`src/design/ehc_pkg.sv`:
```
// Constants, state encoding and register layout for the encoder register bank
// Behaviour
// Master forces extended mode before changing format
// Plain mode shifts 13-bit Gray position, zero padded
// Bytes 0x00-0x0F drive the live hardware settings
// Bytes 0x10-0x1F read back fuse contents only
// Fuses load into settings after reset, lock blocks
// Unlocked: settings and 0x78-0x7F writable, rest read-only
// Locked: only 0x7B/0x7C writable, 0x77-0x7F readable
// Error pin low on error, released after 1 ms
// Pull-up bit 0x04[6]: zero enables the pull-up
// Profile address 0x42 always reads 0x2C; reads zero here while locked
// Frame before position valid sets unready flag
// Separate flags for amplitude high and low
// Pin pulled low externally sets external flag
// Status read clears flags and frame error bit
// Timeout 16 us, or 2 us if either bit set
// Volatile short timeout resets, fuse bit is permanent
// Bytes 0x7D-0x7F hold a module identification value
// Bit 0x0F[7] selects high current fuse reading
// Start bit programs fuses; needs voltage, zero test
// Programming ends with success or failure flag
// Extended mode when voltage applied or select bit zero
// Protected accesses change nothing, protected reads give zero
package ehc_pkg;

  // ----------------------------------------------------------------
  // Timing
  // ----------------------------------------------------------------
  localparam int CLK_MHZ      = 50;
  localparam int TO_LONG_US   = 16;
  localparam int TO_SHORT_US  = 2;
  localparam int TO_LONG_CYC  = TO_LONG_US * CLK_MHZ;
  localparam int TO_SHORT_CYC = TO_SHORT_US * CLK_MHZ;
  localparam int RELEASE_MS   = 1;
  localparam int RELEASE_CYC  = RELEASE_MS * 1000 * CLK_MHZ;
  localparam int TO_W         = 10;

  // ----------------------------------------------------------------
  // Address map
  // ----------------------------------------------------------------
  localparam logic [6:0] A_CFG_LAST   = 7'h0F;
  localparam logic [6:0] A_FUSE_LAST  = 7'h1F;
  localparam logic [6:0] A_PROFILE    = 7'h42;
  localparam logic [6:0] A_STATUS     = 7'h77;
  localparam logic [6:0] A_OEM_FIRST  = 7'h78;
  localparam logic [6:0] A_OPEN_FIRST = 7'h7B;
  localparam logic [6:0] A_OPEN_LAST  = 7'h7C;
  localparam logic [7:0] DATA_FORMAT_PROFILE   = 8'h2C;

  // ----------------------------------------------------------------
  // Fields inside the settings bytes
  // ----------------------------------------------------------------
  localparam int IDX_ERRPIN  = 4;
  localparam int IDX_OUTLOCK = 5;
  localparam int IDX_TIMEOUT = 14;
  localparam int IDX_TEST    = 15;
  localparam int B_PULL_DIS  = 6;
  localparam int B_LOCK      = 6;
  localparam int B_SSI_SEL   = 7;
  localparam int B_TO_PERM   = 0;
  localparam int B_TO_VOL    = 1;
  localparam int B_HC_READ   = 7;
  localparam int B_PROG      = 6;
  localparam int TEST_MSB    = 2;
  localparam int TEST_LSB    = 0;

  // ----------------------------------------------------------------
  // Status flags
  // ----------------------------------------------------------------
  localparam int NFLAGS = 6;
  localparam int S_FAIL = 0;
  localparam int S_OK   = 1;
  localparam int S_UNRDY = 2;
  localparam int S_AHI  = 3;
  localparam int S_ALO  = 4;
  localparam int S_EXT  = 5;
  localparam logic [NFLAGS-1:0] ERR_MASK = 6'h1D;

  // ----------------------------------------------------------------
  // Serial frame
  // ----------------------------------------------------------------
  localparam logic [4:0] F_ADDR_END = 5'h08;
  localparam logic [4:0] F_END      = 5'h10;

  typedef enum logic [1:0] {
    ST_LOAD = 2'h0,
    ST_IDLE = 2'h1,
    ST_PROG = 2'h3
  } ehc_state_e;

endpackage

```
`src/design/ehc_regs.sv`:
```
// Register bank, fuse model, serial access and error pin of the encoder
`timescale 1ns/1ps
module ehc_regs #(
  parameter int         RELEASE_CYC = ehc_pkg::RELEASE_CYC,
  parameter int         PROG_CYCLES = 64,
  parameter logic [7:0] OEM_ID0     = 8'hA5, // Arbitrary value
  parameter logic [7:0] OEM_ID1     = 8'h5A, // Arbitrary value
  parameter logic [7:0] OEM_ID2     = 8'h3C  // Arbitrary value
) (
  // Clock and reset
  input  wire logic          clk_sys,
  input  wire logic          rst,
  // Serial interface pins
  input  wire logic          serial_clock_in,
  input  wire logic          serial_data_in,
  output logic               serial_data_out,
  // Programming voltage comparator pin
  input  wire logic          fuse_prog_voltage_pin,
  // Sensor front end
  input  wire logic [11:0]   position,
  input  wire logic          position_valid,
  input  wire logic          amp_high,
  input  wire logic          amp_low,
  // Open-drain error pin
  input  wire logic          error_pin_n_in,
  output logic               error_pin_n_out,
  output logic               error_pin_n_oe,
  output logic               error_pullup_en,
  // Settings and state to the rest of the chip
  output logic [127:0]       cfg_live,
  output logic               ssi_plain_mode,
  output logic               frame_error_bit_n,
  output logic               fuse_high_current_read,
  output logic               prog_busy
);

  localparam int RW = $clog2(RELEASE_CYC + 1);
  localparam int PW = $clog2(PROG_CYCLES + 1);

  typedef struct packed {
    ehc_pkg::ehc_state_e       st;
    logic [15:0][7:0]          cfg;
    logic                      busy;
    logic [7:0][7:0]           oem;
    logic [ehc_pkg::NFLAGS-1:0] flags;
    logic                      ma_s1;
    logic                      ma_s2;
    logic                      ma_p;
    logic                      sli_s1;
    logic                      sli_s2;
    logic                      vz_s1;
    logic                      vz_s2;
    logic                      ep_s1;
    logic                      ep_s2;
    logic                      in_frame;
    logic                      fplain;
    logic                      plain;
    logic                      rd;
    logic [4:0]                bitcnt;
    logic [15:0]               sh;
    logic [15:0]               osh;
    logic [ehc_pkg::TO_W-1:0]  to_cnt;
    logic [PW-1:0]             prog_cnt;
    logic [RW-1:0]             rel_cnt;
    logic [2:0]                oe_h;
    logic                      slo;
    logic                      oe;
    logic                      pull_en;
    logic                      hc;
    logic                      ferr_n;
  } ehc_state_s;

  ehc_state_s q;
  ehc_state_s d;

  // Fuse cells keep their contents through rst; blank cells read zero
  logic [15:0][7:0] fuse_r = '0;
  logic [15:0][7:0] fuse_nxt;

  // ----------------------------------------------------------------
  // Access decoding
  // ----------------------------------------------------------------
  function automatic logic writable(input logic [6:0] a, input logic lock);
    if (lock) begin
      writable = (a >= ehc_pkg::A_OPEN_FIRST) && (a <= ehc_pkg::A_OPEN_LAST);
    end else begin
      writable = (a <= ehc_pkg::A_CFG_LAST) || (a >= ehc_pkg::A_OEM_FIRST);
    end
  endfunction

  function automatic logic [7:0] rd_byte(input ehc_state_s s, input logic [15:0][7:0] fz,
                                         input logic [6:0] a);
    logic lock;
    lock = s.cfg[ehc_pkg::IDX_OUTLOCK][ehc_pkg::B_LOCK];
    rd_byte = 8'h00;
    if (lock && a < ehc_pkg::A_STATUS) begin
      rd_byte = 8'h00;
    end else if (a <= ehc_pkg::A_CFG_LAST) begin
      rd_byte = s.cfg[a[3:0]];
    end else if (a <= ehc_pkg::A_FUSE_LAST) begin
      rd_byte = fz[a[3:0]];
    end else if (a == ehc_pkg::A_PROFILE) begin
      rd_byte = ehc_pkg::DATA_FORMAT_PROFILE;
    end else if (a == ehc_pkg::A_STATUS) begin
      rd_byte = 8'(s.flags);
    end else if (a >= ehc_pkg::A_OEM_FIRST) begin
      rd_byte = s.oem[a[2:0]];
    end
  endfunction

  function automatic logic [12:0] gray13(input logic [11:0] p);
    gray13 = {p ^ (p >> 1), 1'b0};
  endfunction

  // ----------------------------------------------------------------
  // Next state
  // ----------------------------------------------------------------
  always_comb begin
    logic                      rise;
    logic                      fall;
    logic                      lock;
    logic                      err_any;
    logic [6:0]                addr;
    logic [7:0]                rdat;
    logic [ehc_pkg::TO_W-1:0]  to_lim;
    logic [ehc_pkg::NFLAGS-1:0] set;
    logic [ehc_pkg::NFLAGS-1:0] clr;
    to_lim = ehc_pkg::TO_W'(ehc_pkg::TO_LONG_CYC - 1);
    rise = q.ma_s2 & ~q.ma_p;
    fall = ~q.ma_s2 & q.ma_p;
    lock = q.cfg[ehc_pkg::IDX_OUTLOCK][ehc_pkg::B_LOCK];
    err_any = |(q.flags & ehc_pkg::ERR_MASK) | amp_high | amp_low;
    addr = 7'h00;
    rdat = 8'h00;
    set = '0;
    clr = '0;
    fuse_nxt = fuse_r;
    if (q.cfg[ehc_pkg::IDX_TIMEOUT][ehc_pkg::B_TO_VOL] ||
        fuse_r[ehc_pkg::IDX_TIMEOUT][ehc_pkg::B_TO_PERM]) begin
      to_lim = ehc_pkg::TO_W'(ehc_pkg::TO_SHORT_CYC - 1);
    end
    d = q;

    // Pin synchronisers
    d.ma_s1 = serial_clock_in;
    d.ma_s2 = q.ma_s1;
    d.ma_p = q.ma_s2;
    d.sli_s1 = serial_data_in;
    d.sli_s2 = q.sli_s1;
    d.vz_s1 = fuse_prog_voltage_pin;
    d.vz_s2 = q.vz_s1;
    d.ep_s1 = error_pin_n_in;
    d.ep_s2 = q.ep_s1;

    d.plain = ~q.vz_s2 & q.cfg[ehc_pkg::IDX_OUTLOCK][ehc_pkg::B_SSI_SEL];
    d.pull_en = ~q.cfg[ehc_pkg::IDX_ERRPIN][ehc_pkg::B_PULL_DIS];
    d.hc = q.cfg[ehc_pkg::IDX_TEST][ehc_pkg::B_HC_READ];

    // Fuse load and programming sequence
    case (q.st)
      ehc_pkg::ST_LOAD: begin
        d.cfg = fuse_r;
        d.cfg[ehc_pkg::IDX_TIMEOUT][ehc_pkg::B_TO_VOL] = 1'b0;
        d.st = ehc_pkg::ST_IDLE;
      end
      ehc_pkg::ST_IDLE: begin
        if (q.cfg[ehc_pkg::IDX_TEST][ehc_pkg::B_PROG]) begin
          d.st = ehc_pkg::ST_PROG;
          d.prog_cnt = '0;
        end
      end
      ehc_pkg::ST_PROG: begin
        if (q.prog_cnt == PW'(PROG_CYCLES - 1)) begin
          d.cfg[ehc_pkg::IDX_TEST][ehc_pkg::B_PROG] = 1'b0;
          if (q.vz_s2 && q.cfg[ehc_pkg::IDX_TEST][ehc_pkg::TEST_MSB:ehc_pkg::TEST_LSB] == '0) begin
            for (int i = 0; i < 16; i++) begin
              fuse_nxt[i] = fuse_r[i] | d.cfg[i];
            end
            set[ehc_pkg::S_OK] = 1'b1;
          end else begin
            set[ehc_pkg::S_FAIL] = 1'b1;
          end
          d.st = ehc_pkg::ST_IDLE;
        end else begin
          d.prog_cnt = q.prog_cnt + PW'(1);
        end
      end
      default: begin
        d.st = ehc_pkg::ST_LOAD;
      end
    endcase
    d.busy = (d.st == ehc_pkg::ST_PROG);

    // Serial frames
    if (!q.in_frame) begin
      d.slo = 1'b1;
      if (fall) begin
        d.in_frame = 1'b1;
        d.fplain = q.plain;
        d.bitcnt = 5'h00;
        d.to_cnt = '0;
        d.rd = 1'b0;
        d.osh = {gray13(position), 3'h0};
        if (!position_valid) begin
          set[ehc_pkg::S_UNRDY] = 1'b1;
        end
      end
    end else begin
      if (rise || fall) begin
        d.to_cnt = '0;
      end else if (q.ma_s2) begin
        if (q.to_cnt >= to_lim) begin
          d.in_frame = 1'b0;
          d.slo = 1'b1;
        end else begin
          d.to_cnt = q.to_cnt + ehc_pkg::TO_W'(1);
        end
      end
      if (q.fplain) begin
        if (rise) begin
          d.slo = q.osh[15];
          d.osh = {q.osh[14:0], 1'b0};
        end
      end else begin
        if (rise && q.bitcnt != ehc_pkg::F_END) begin
          d.bitcnt = q.bitcnt + 5'h01;
          d.sh = {q.sh[14:0], q.sli_s2};
          if (q.bitcnt == ehc_pkg::F_ADDR_END - 5'h01 && q.sh[6]) begin
            addr = {q.sh[5:0], q.sli_s2};
            rdat = rd_byte(q, fuse_r, addr);
            d.rd = 1'b1;
            d.slo = rdat[7];
            d.osh = {rdat[6:0], 9'h000};
            if (addr == ehc_pkg::A_STATUS) begin
              clr = '1;
            end
          end
          if (q.bitcnt == ehc_pkg::F_END - 5'h01 && !q.sh[14]) begin
            addr = q.sh[13:7];
            if (writable(addr, lock)) begin
              if (addr <= ehc_pkg::A_CFG_LAST) begin
                d.cfg[addr[3:0]] = {q.sh[6:0], q.sli_s2};
              end else begin
                d.oem[addr[2:0]] = {q.sh[6:0], q.sli_s2};
              end
            end
          end
        end
        if (fall && q.rd && q.bitcnt >= ehc_pkg::F_ADDR_END) begin
          d.slo = q.osh[15];
          d.osh = {q.osh[14:0], 1'b0};
        end
      end
    end

    // Error pin with release delay
    if (err_any) begin
      d.oe = 1'b1;
      d.rel_cnt = RW'(RELEASE_CYC);
    end else if (q.oe) begin
      if (q.rel_cnt == '0) begin
        d.oe = 1'b0;
      end else begin
        d.rel_cnt = q.rel_cnt - RW'(1);
      end
    end
    d.oe_h = {q.oe_h[1:0], q.oe};
    // Pin needs time to rise through the synchroniser after release
    if (!q.ep_s2 && !q.oe && q.oe_h == 3'h0) begin
      set[ehc_pkg::S_EXT] = 1'b1;
    end
    set[ehc_pkg::S_AHI] = set[ehc_pkg::S_AHI] | amp_high;
    set[ehc_pkg::S_ALO] = set[ehc_pkg::S_ALO] | amp_low;

    // New events win over a clearing read
    d.flags = (q.flags & ~clr) | set;
    d.ferr_n = ~|(d.flags & ehc_pkg::ERR_MASK);
  end

  // ----------------------------------------------------------------
  // State register
  // ----------------------------------------------------------------
  always_ff @(posedge clk_sys or posedge rst) begin
    if (rst) begin
      q <= '0;
      q.st <= ehc_pkg::ST_LOAD;
      q.oem[5] <= OEM_ID0;
      q.oem[6] <= OEM_ID1;
      q.oem[7] <= OEM_ID2;
      q.ma_s1 <= 1'b1;
      q.ma_s2 <= 1'b1;
      q.ma_p <= 1'b1;
      q.ep_s1 <= 1'b1;
      q.ep_s2 <= 1'b1;
      q.slo <= 1'b1;
      q.pull_en <= 1'b1;
      q.ferr_n <= 1'b1;
    end else begin
      q <= d;
    end
  end

  // No reset: programmed fuses must outlive rst, else R16 could be undone
  always_ff @(posedge clk_sys) begin
    fuse_r <= fuse_nxt;
  end

  // ----------------------------------------------------------------
  // Outputs
  // ----------------------------------------------------------------
  assign serial_data_out = q.slo;
  // Open drain: only ever pulls low
  assign error_pin_n_out = 1'b0;
  assign error_pin_n_oe = q.oe;
  assign error_pullup_en = q.pull_en;
  assign cfg_live = q.cfg;
  assign ssi_plain_mode = q.plain;
  assign frame_error_bit_n = q.ferr_n;
  assign fuse_high_current_read = q.hc;
  assign prog_busy = q.busy;

endmodule

```
`config.mk`:
```
export PLATFORM = sky130hd
export DESIGN_NAME = ehc_regs
export DESIGN_NICKNAME = d
export VERILOG_FILES = /design/src/design/ehc_pkg.sv /design/src/design/ehc_regs.sv
export SDC_FILE = /design/constraint.sdc
export NUM_CORES = 1
export LEC_CHECK = 0
export BUFFER_PORTS_ARGS = -buffer_cell sky130_fd_sc_hd__buf_2
export CELL_PAD_IN_SITES_DETAIL_PLACEMENT = 1
export CELL_PAD_IN_SITES_GLOBAL_PLACEMENT = 1
export CORE_UTILIZATION = 35
export CTS_CLUSTER_DIAMETER = 40
export CTS_CLUSTER_SIZE = 12
export DETAILED_ROUTE_END_ITERATION = 10
export PLACE_DENSITY = 0.57
export SYNTH_ARGS = -nofsm -noshare
export SYNTH_HDL_FRONTEND = slang
export SYNTH_SLANG_ARGS = --single-unit
```
`constraint.sdc`:
```
create_clock -name clk_sys -period 20.6 [get_ports clk_sys]
set_clock_uncertainty 0.05 [all_clocks]
set_input_delay 1.03 -clock clk_sys [delete_from_list [all_inputs] [get_ports clk_sys]]
set_output_delay 1.03 -clock clk_sys [all_outputs]
set_load 0.02 [all_outputs]
```
==> run metrics <==
H-tree depth 3; max cap viols 0; layout net count between 1500 and 2000; dominant cell type by area after synthesis dfrtp_1; register area 11100 sq um; CTS tree done; hold_buf cts 0; Primary FF master, synth dfrtp_1; initial cell density of the core between 30% and 40%; Startpoint Class register; WP data arrival ~4500 ps; Rel. slew slack 21.7%; PwrDens roughly 110 nW/um^2; first-pass GRT wire length about 100000 um; Setup violations, final 0; DP Worst Slack 16770 ps; total CTS buffers just under 90; worst path cell trace buf_4 > a31oi_1 > o21ai_0 > nand3_1 > nor4_1 > nand2_1 > a21oi_1; Avg Synthesized Cell Area approximately 12 sq um; Post-Route Setup TNS 0 ps; n_diodes 0; die height roughly 250 um; number of synthesized flops with an enable pin ~130; area taken by multi-input logic gates about 8900 sq um; Yosys cell types 78; RSZ-0062 raised after global routing no; crit-path max FO 50; vias in the first global route between 15000 and 20000; Hold WC Path Type reg2reg; # rows 90; grt ovf 0; CP max-delay cell dfrtp_4; core area between 60000 and 70000 sq um; design area 25100 sq um; ranking of synthesized cells by area dfrtp_1 31%, edfxtp_1 18%, mux2i_1 7.8%; Setup Buffers After CTS 0; clock period minus worst slack approximately 4000 ps; dpl cell area around 22000 sq um; post-synthesis register bit count about 420; share of cells above drive strength 1 about a third; fill count approximately 6400; die area 62500 sq um; Die X roughly 250 um; drt drc 0; cts repair resizes 0; initial antenna violation count 2; crit-path max cell delay 1000 ps; I/O Buffers approximately 160; status completed; clk slew on worst S/H paths 50 ps; CP Capture Type register; Hold Fails Final Rpt 0; Placer Congestion between 0.8 and 0.9; synthesized area about 22000 sq um; CTS sink count 417; DR WL/cell 24.6 um; Syn Nets 1876; hpwl dp roughly 44000 um; 1st-pass router iterations 6; Area Growth Syn to Fin 16.7%; YS warnings 0; fraction of registers with async set/reset 69.5%; worst vdd ir roughly 0.062 mV; CTS root buf clkbuf_16; Max Fclk 252 MHz; Post-Route WL ~67000 um; Seq/Total Area, Yosys around half; Max clock buf depth 3; final worst setup slack between 15000 and 20000 ps; post-synthesis instance total between 1500 and 2000; violation count after the first detailed-route iteration about 880; Vias/cell roughly 5.4; pin count of the biggest net entering global routing 149; Leak Pwr 9.66 nW; Clk Latency, worst-skew pair around 630 ps; area fraction of the dominant cell type after synthesis 31.4%; worst-margin pin slew 1170 ps; Crit Path Class reg2reg; remaining antenna violation count 0; vias post-DR about 15000; CP Data Required Time 21080 ps; final cycle utilization of the critical path around 19%; Slew Limit Fails 0; Tot GR Track Use 21.9%; # IOs 157
## final timing paths
kind | start | end | slack [ps] | cells after the start
min | d[86] | q[86] | 300 | 0
min in group asynchronous | rst | q[18] | 480 | 2
max | q[57] | q[53] | 16630 | 7
max in group asynchronous | rst | q[86] | 18570 | 3
max reg2reg | q[57] | q[53] | 16630 | 7
min reg2reg | d[86] | q[86] | 300 | 0
## routing by layer
layer | vias to the layer above | global-route usage (%) | share of wire, %
met5 | - | 0 | 0
met4 | 0 | 6.03 | 2.4
met3 | 109 | 3.60 | 4.0
met2 | 347 | 34.6 | 47
met1 | 7794 | 30.9 | 47
li1 | 6579 | - | -
## cell type report
type | count | share of cell area (%)
Inverter | 20 | 0.329
Timing Repair Buffer | 173 | 3.68
Clock buffer | 105 | 9.43
Sequential cell | 417 | 44.2
Tap cell | 782 | 3.90
Multi-Input combinational cell | 1171 | 35.4
Clock inverter | 59 | 3.03
## logic make-up (layout without fill, tap and decap cells)
family	count (synthesis)	after routing	synth area share [%]
other cells	1	1	0.0174
buf+inv	252	357	7.21
simple gates	543	543	13.0
compound gates	261	261	7.10
xor+xnor	37	37	1.51
mux	314	314	18.8
flops	417	417	51.5
fa+ha+maj	15	15	0.872
## through the flow
| step | hold WS, ps | util, % | cells | power [mW] |
|---|---|---|---|---|
| after floorplan | 281 | - | 1840 | 1.11 |
| after global placement | 286 | 36.3 | 2563 | 1.22 |
| after detailed placement | 286 | 36.3 | 2563 | 1.22 |
| after CTS | 292 | 41.5 | 2727 | 2.72 |
| after global routing | 300 | 41.5 | 2727 | 2.78 |
| final | 295 | 41.5 | 2727 | 2.69 |
## sequential cells by signal, summed over array words and instances, names as in the netlist, 7 cells and up
signal and cells:
q 148, cfg_live 128, fuse_r 127, d 7
## cell usage after synthesis (7+ instances only)
cell type	count
dfrtp_1	270
mux2i_1	167
nand2_1	163
buf_4	137
or2_2	131
edfxtp_1	127
o21ai_0	111
nor2_1	94
mux2_2	83
mux4_2	64
clkbuf_1	51
a21oi_1	49
buf_2	30
nand3_1	27
nor3_1	25
o22ai_1	23
dfstp_2	20
xnor2_1	20
inv_1	19
xor2_1	17
ha_1	15
o21ai_1	15
nor4_1	14
a31oi_1	12
nor2_2	12
nand2b_1	11
nand4_1	11
or3_1	8
buf_6	7
## layout by cell type (no fill, tap or decap), types with 17 or more instances in the layout
| master | n |
|---|---|
| xor2_1 | 17 |
| xnor2_1 | 20 |
| mux2_2 | 83 |
| o22ai_1 | 23 |
| inv_1 | 18 |
| dfrtp_1 | 266 |
| nand2_1 | 163 |
| buf_4 | 17 |
| nor3_1 | 25 |
| nor2_1 | 92 |
| mux4_2 | 64 |
| dfstp_2 | 20 |
| mux2i_1 | 167 |
| a21oi_1 | 49 |
| clkbuf_16 | 89 |
| buf_2 | 155 |
| or2_2 | 131 |
| nand3_1 | 27 |
| edfxtp_1 | 127 |
| o21ai_0 | 111 |
## power by group
part / switching, mW / internal [mW]
Clock: 0.497 / 0.990
Sequential: 0.0599 / 0.881
Combinational: 0.183 / 0.0846
## worst max-delay path: cells and delay by family (launching register included)
kind | cells | cell delay (ps)
and+or+nand+nor | 3 | 1400
DFF | 1 | 1000
buffers and inverters | 1 | 670
AOI/OAI and AO/OA | 3 | 650
(Power assumes the default switching activity.)
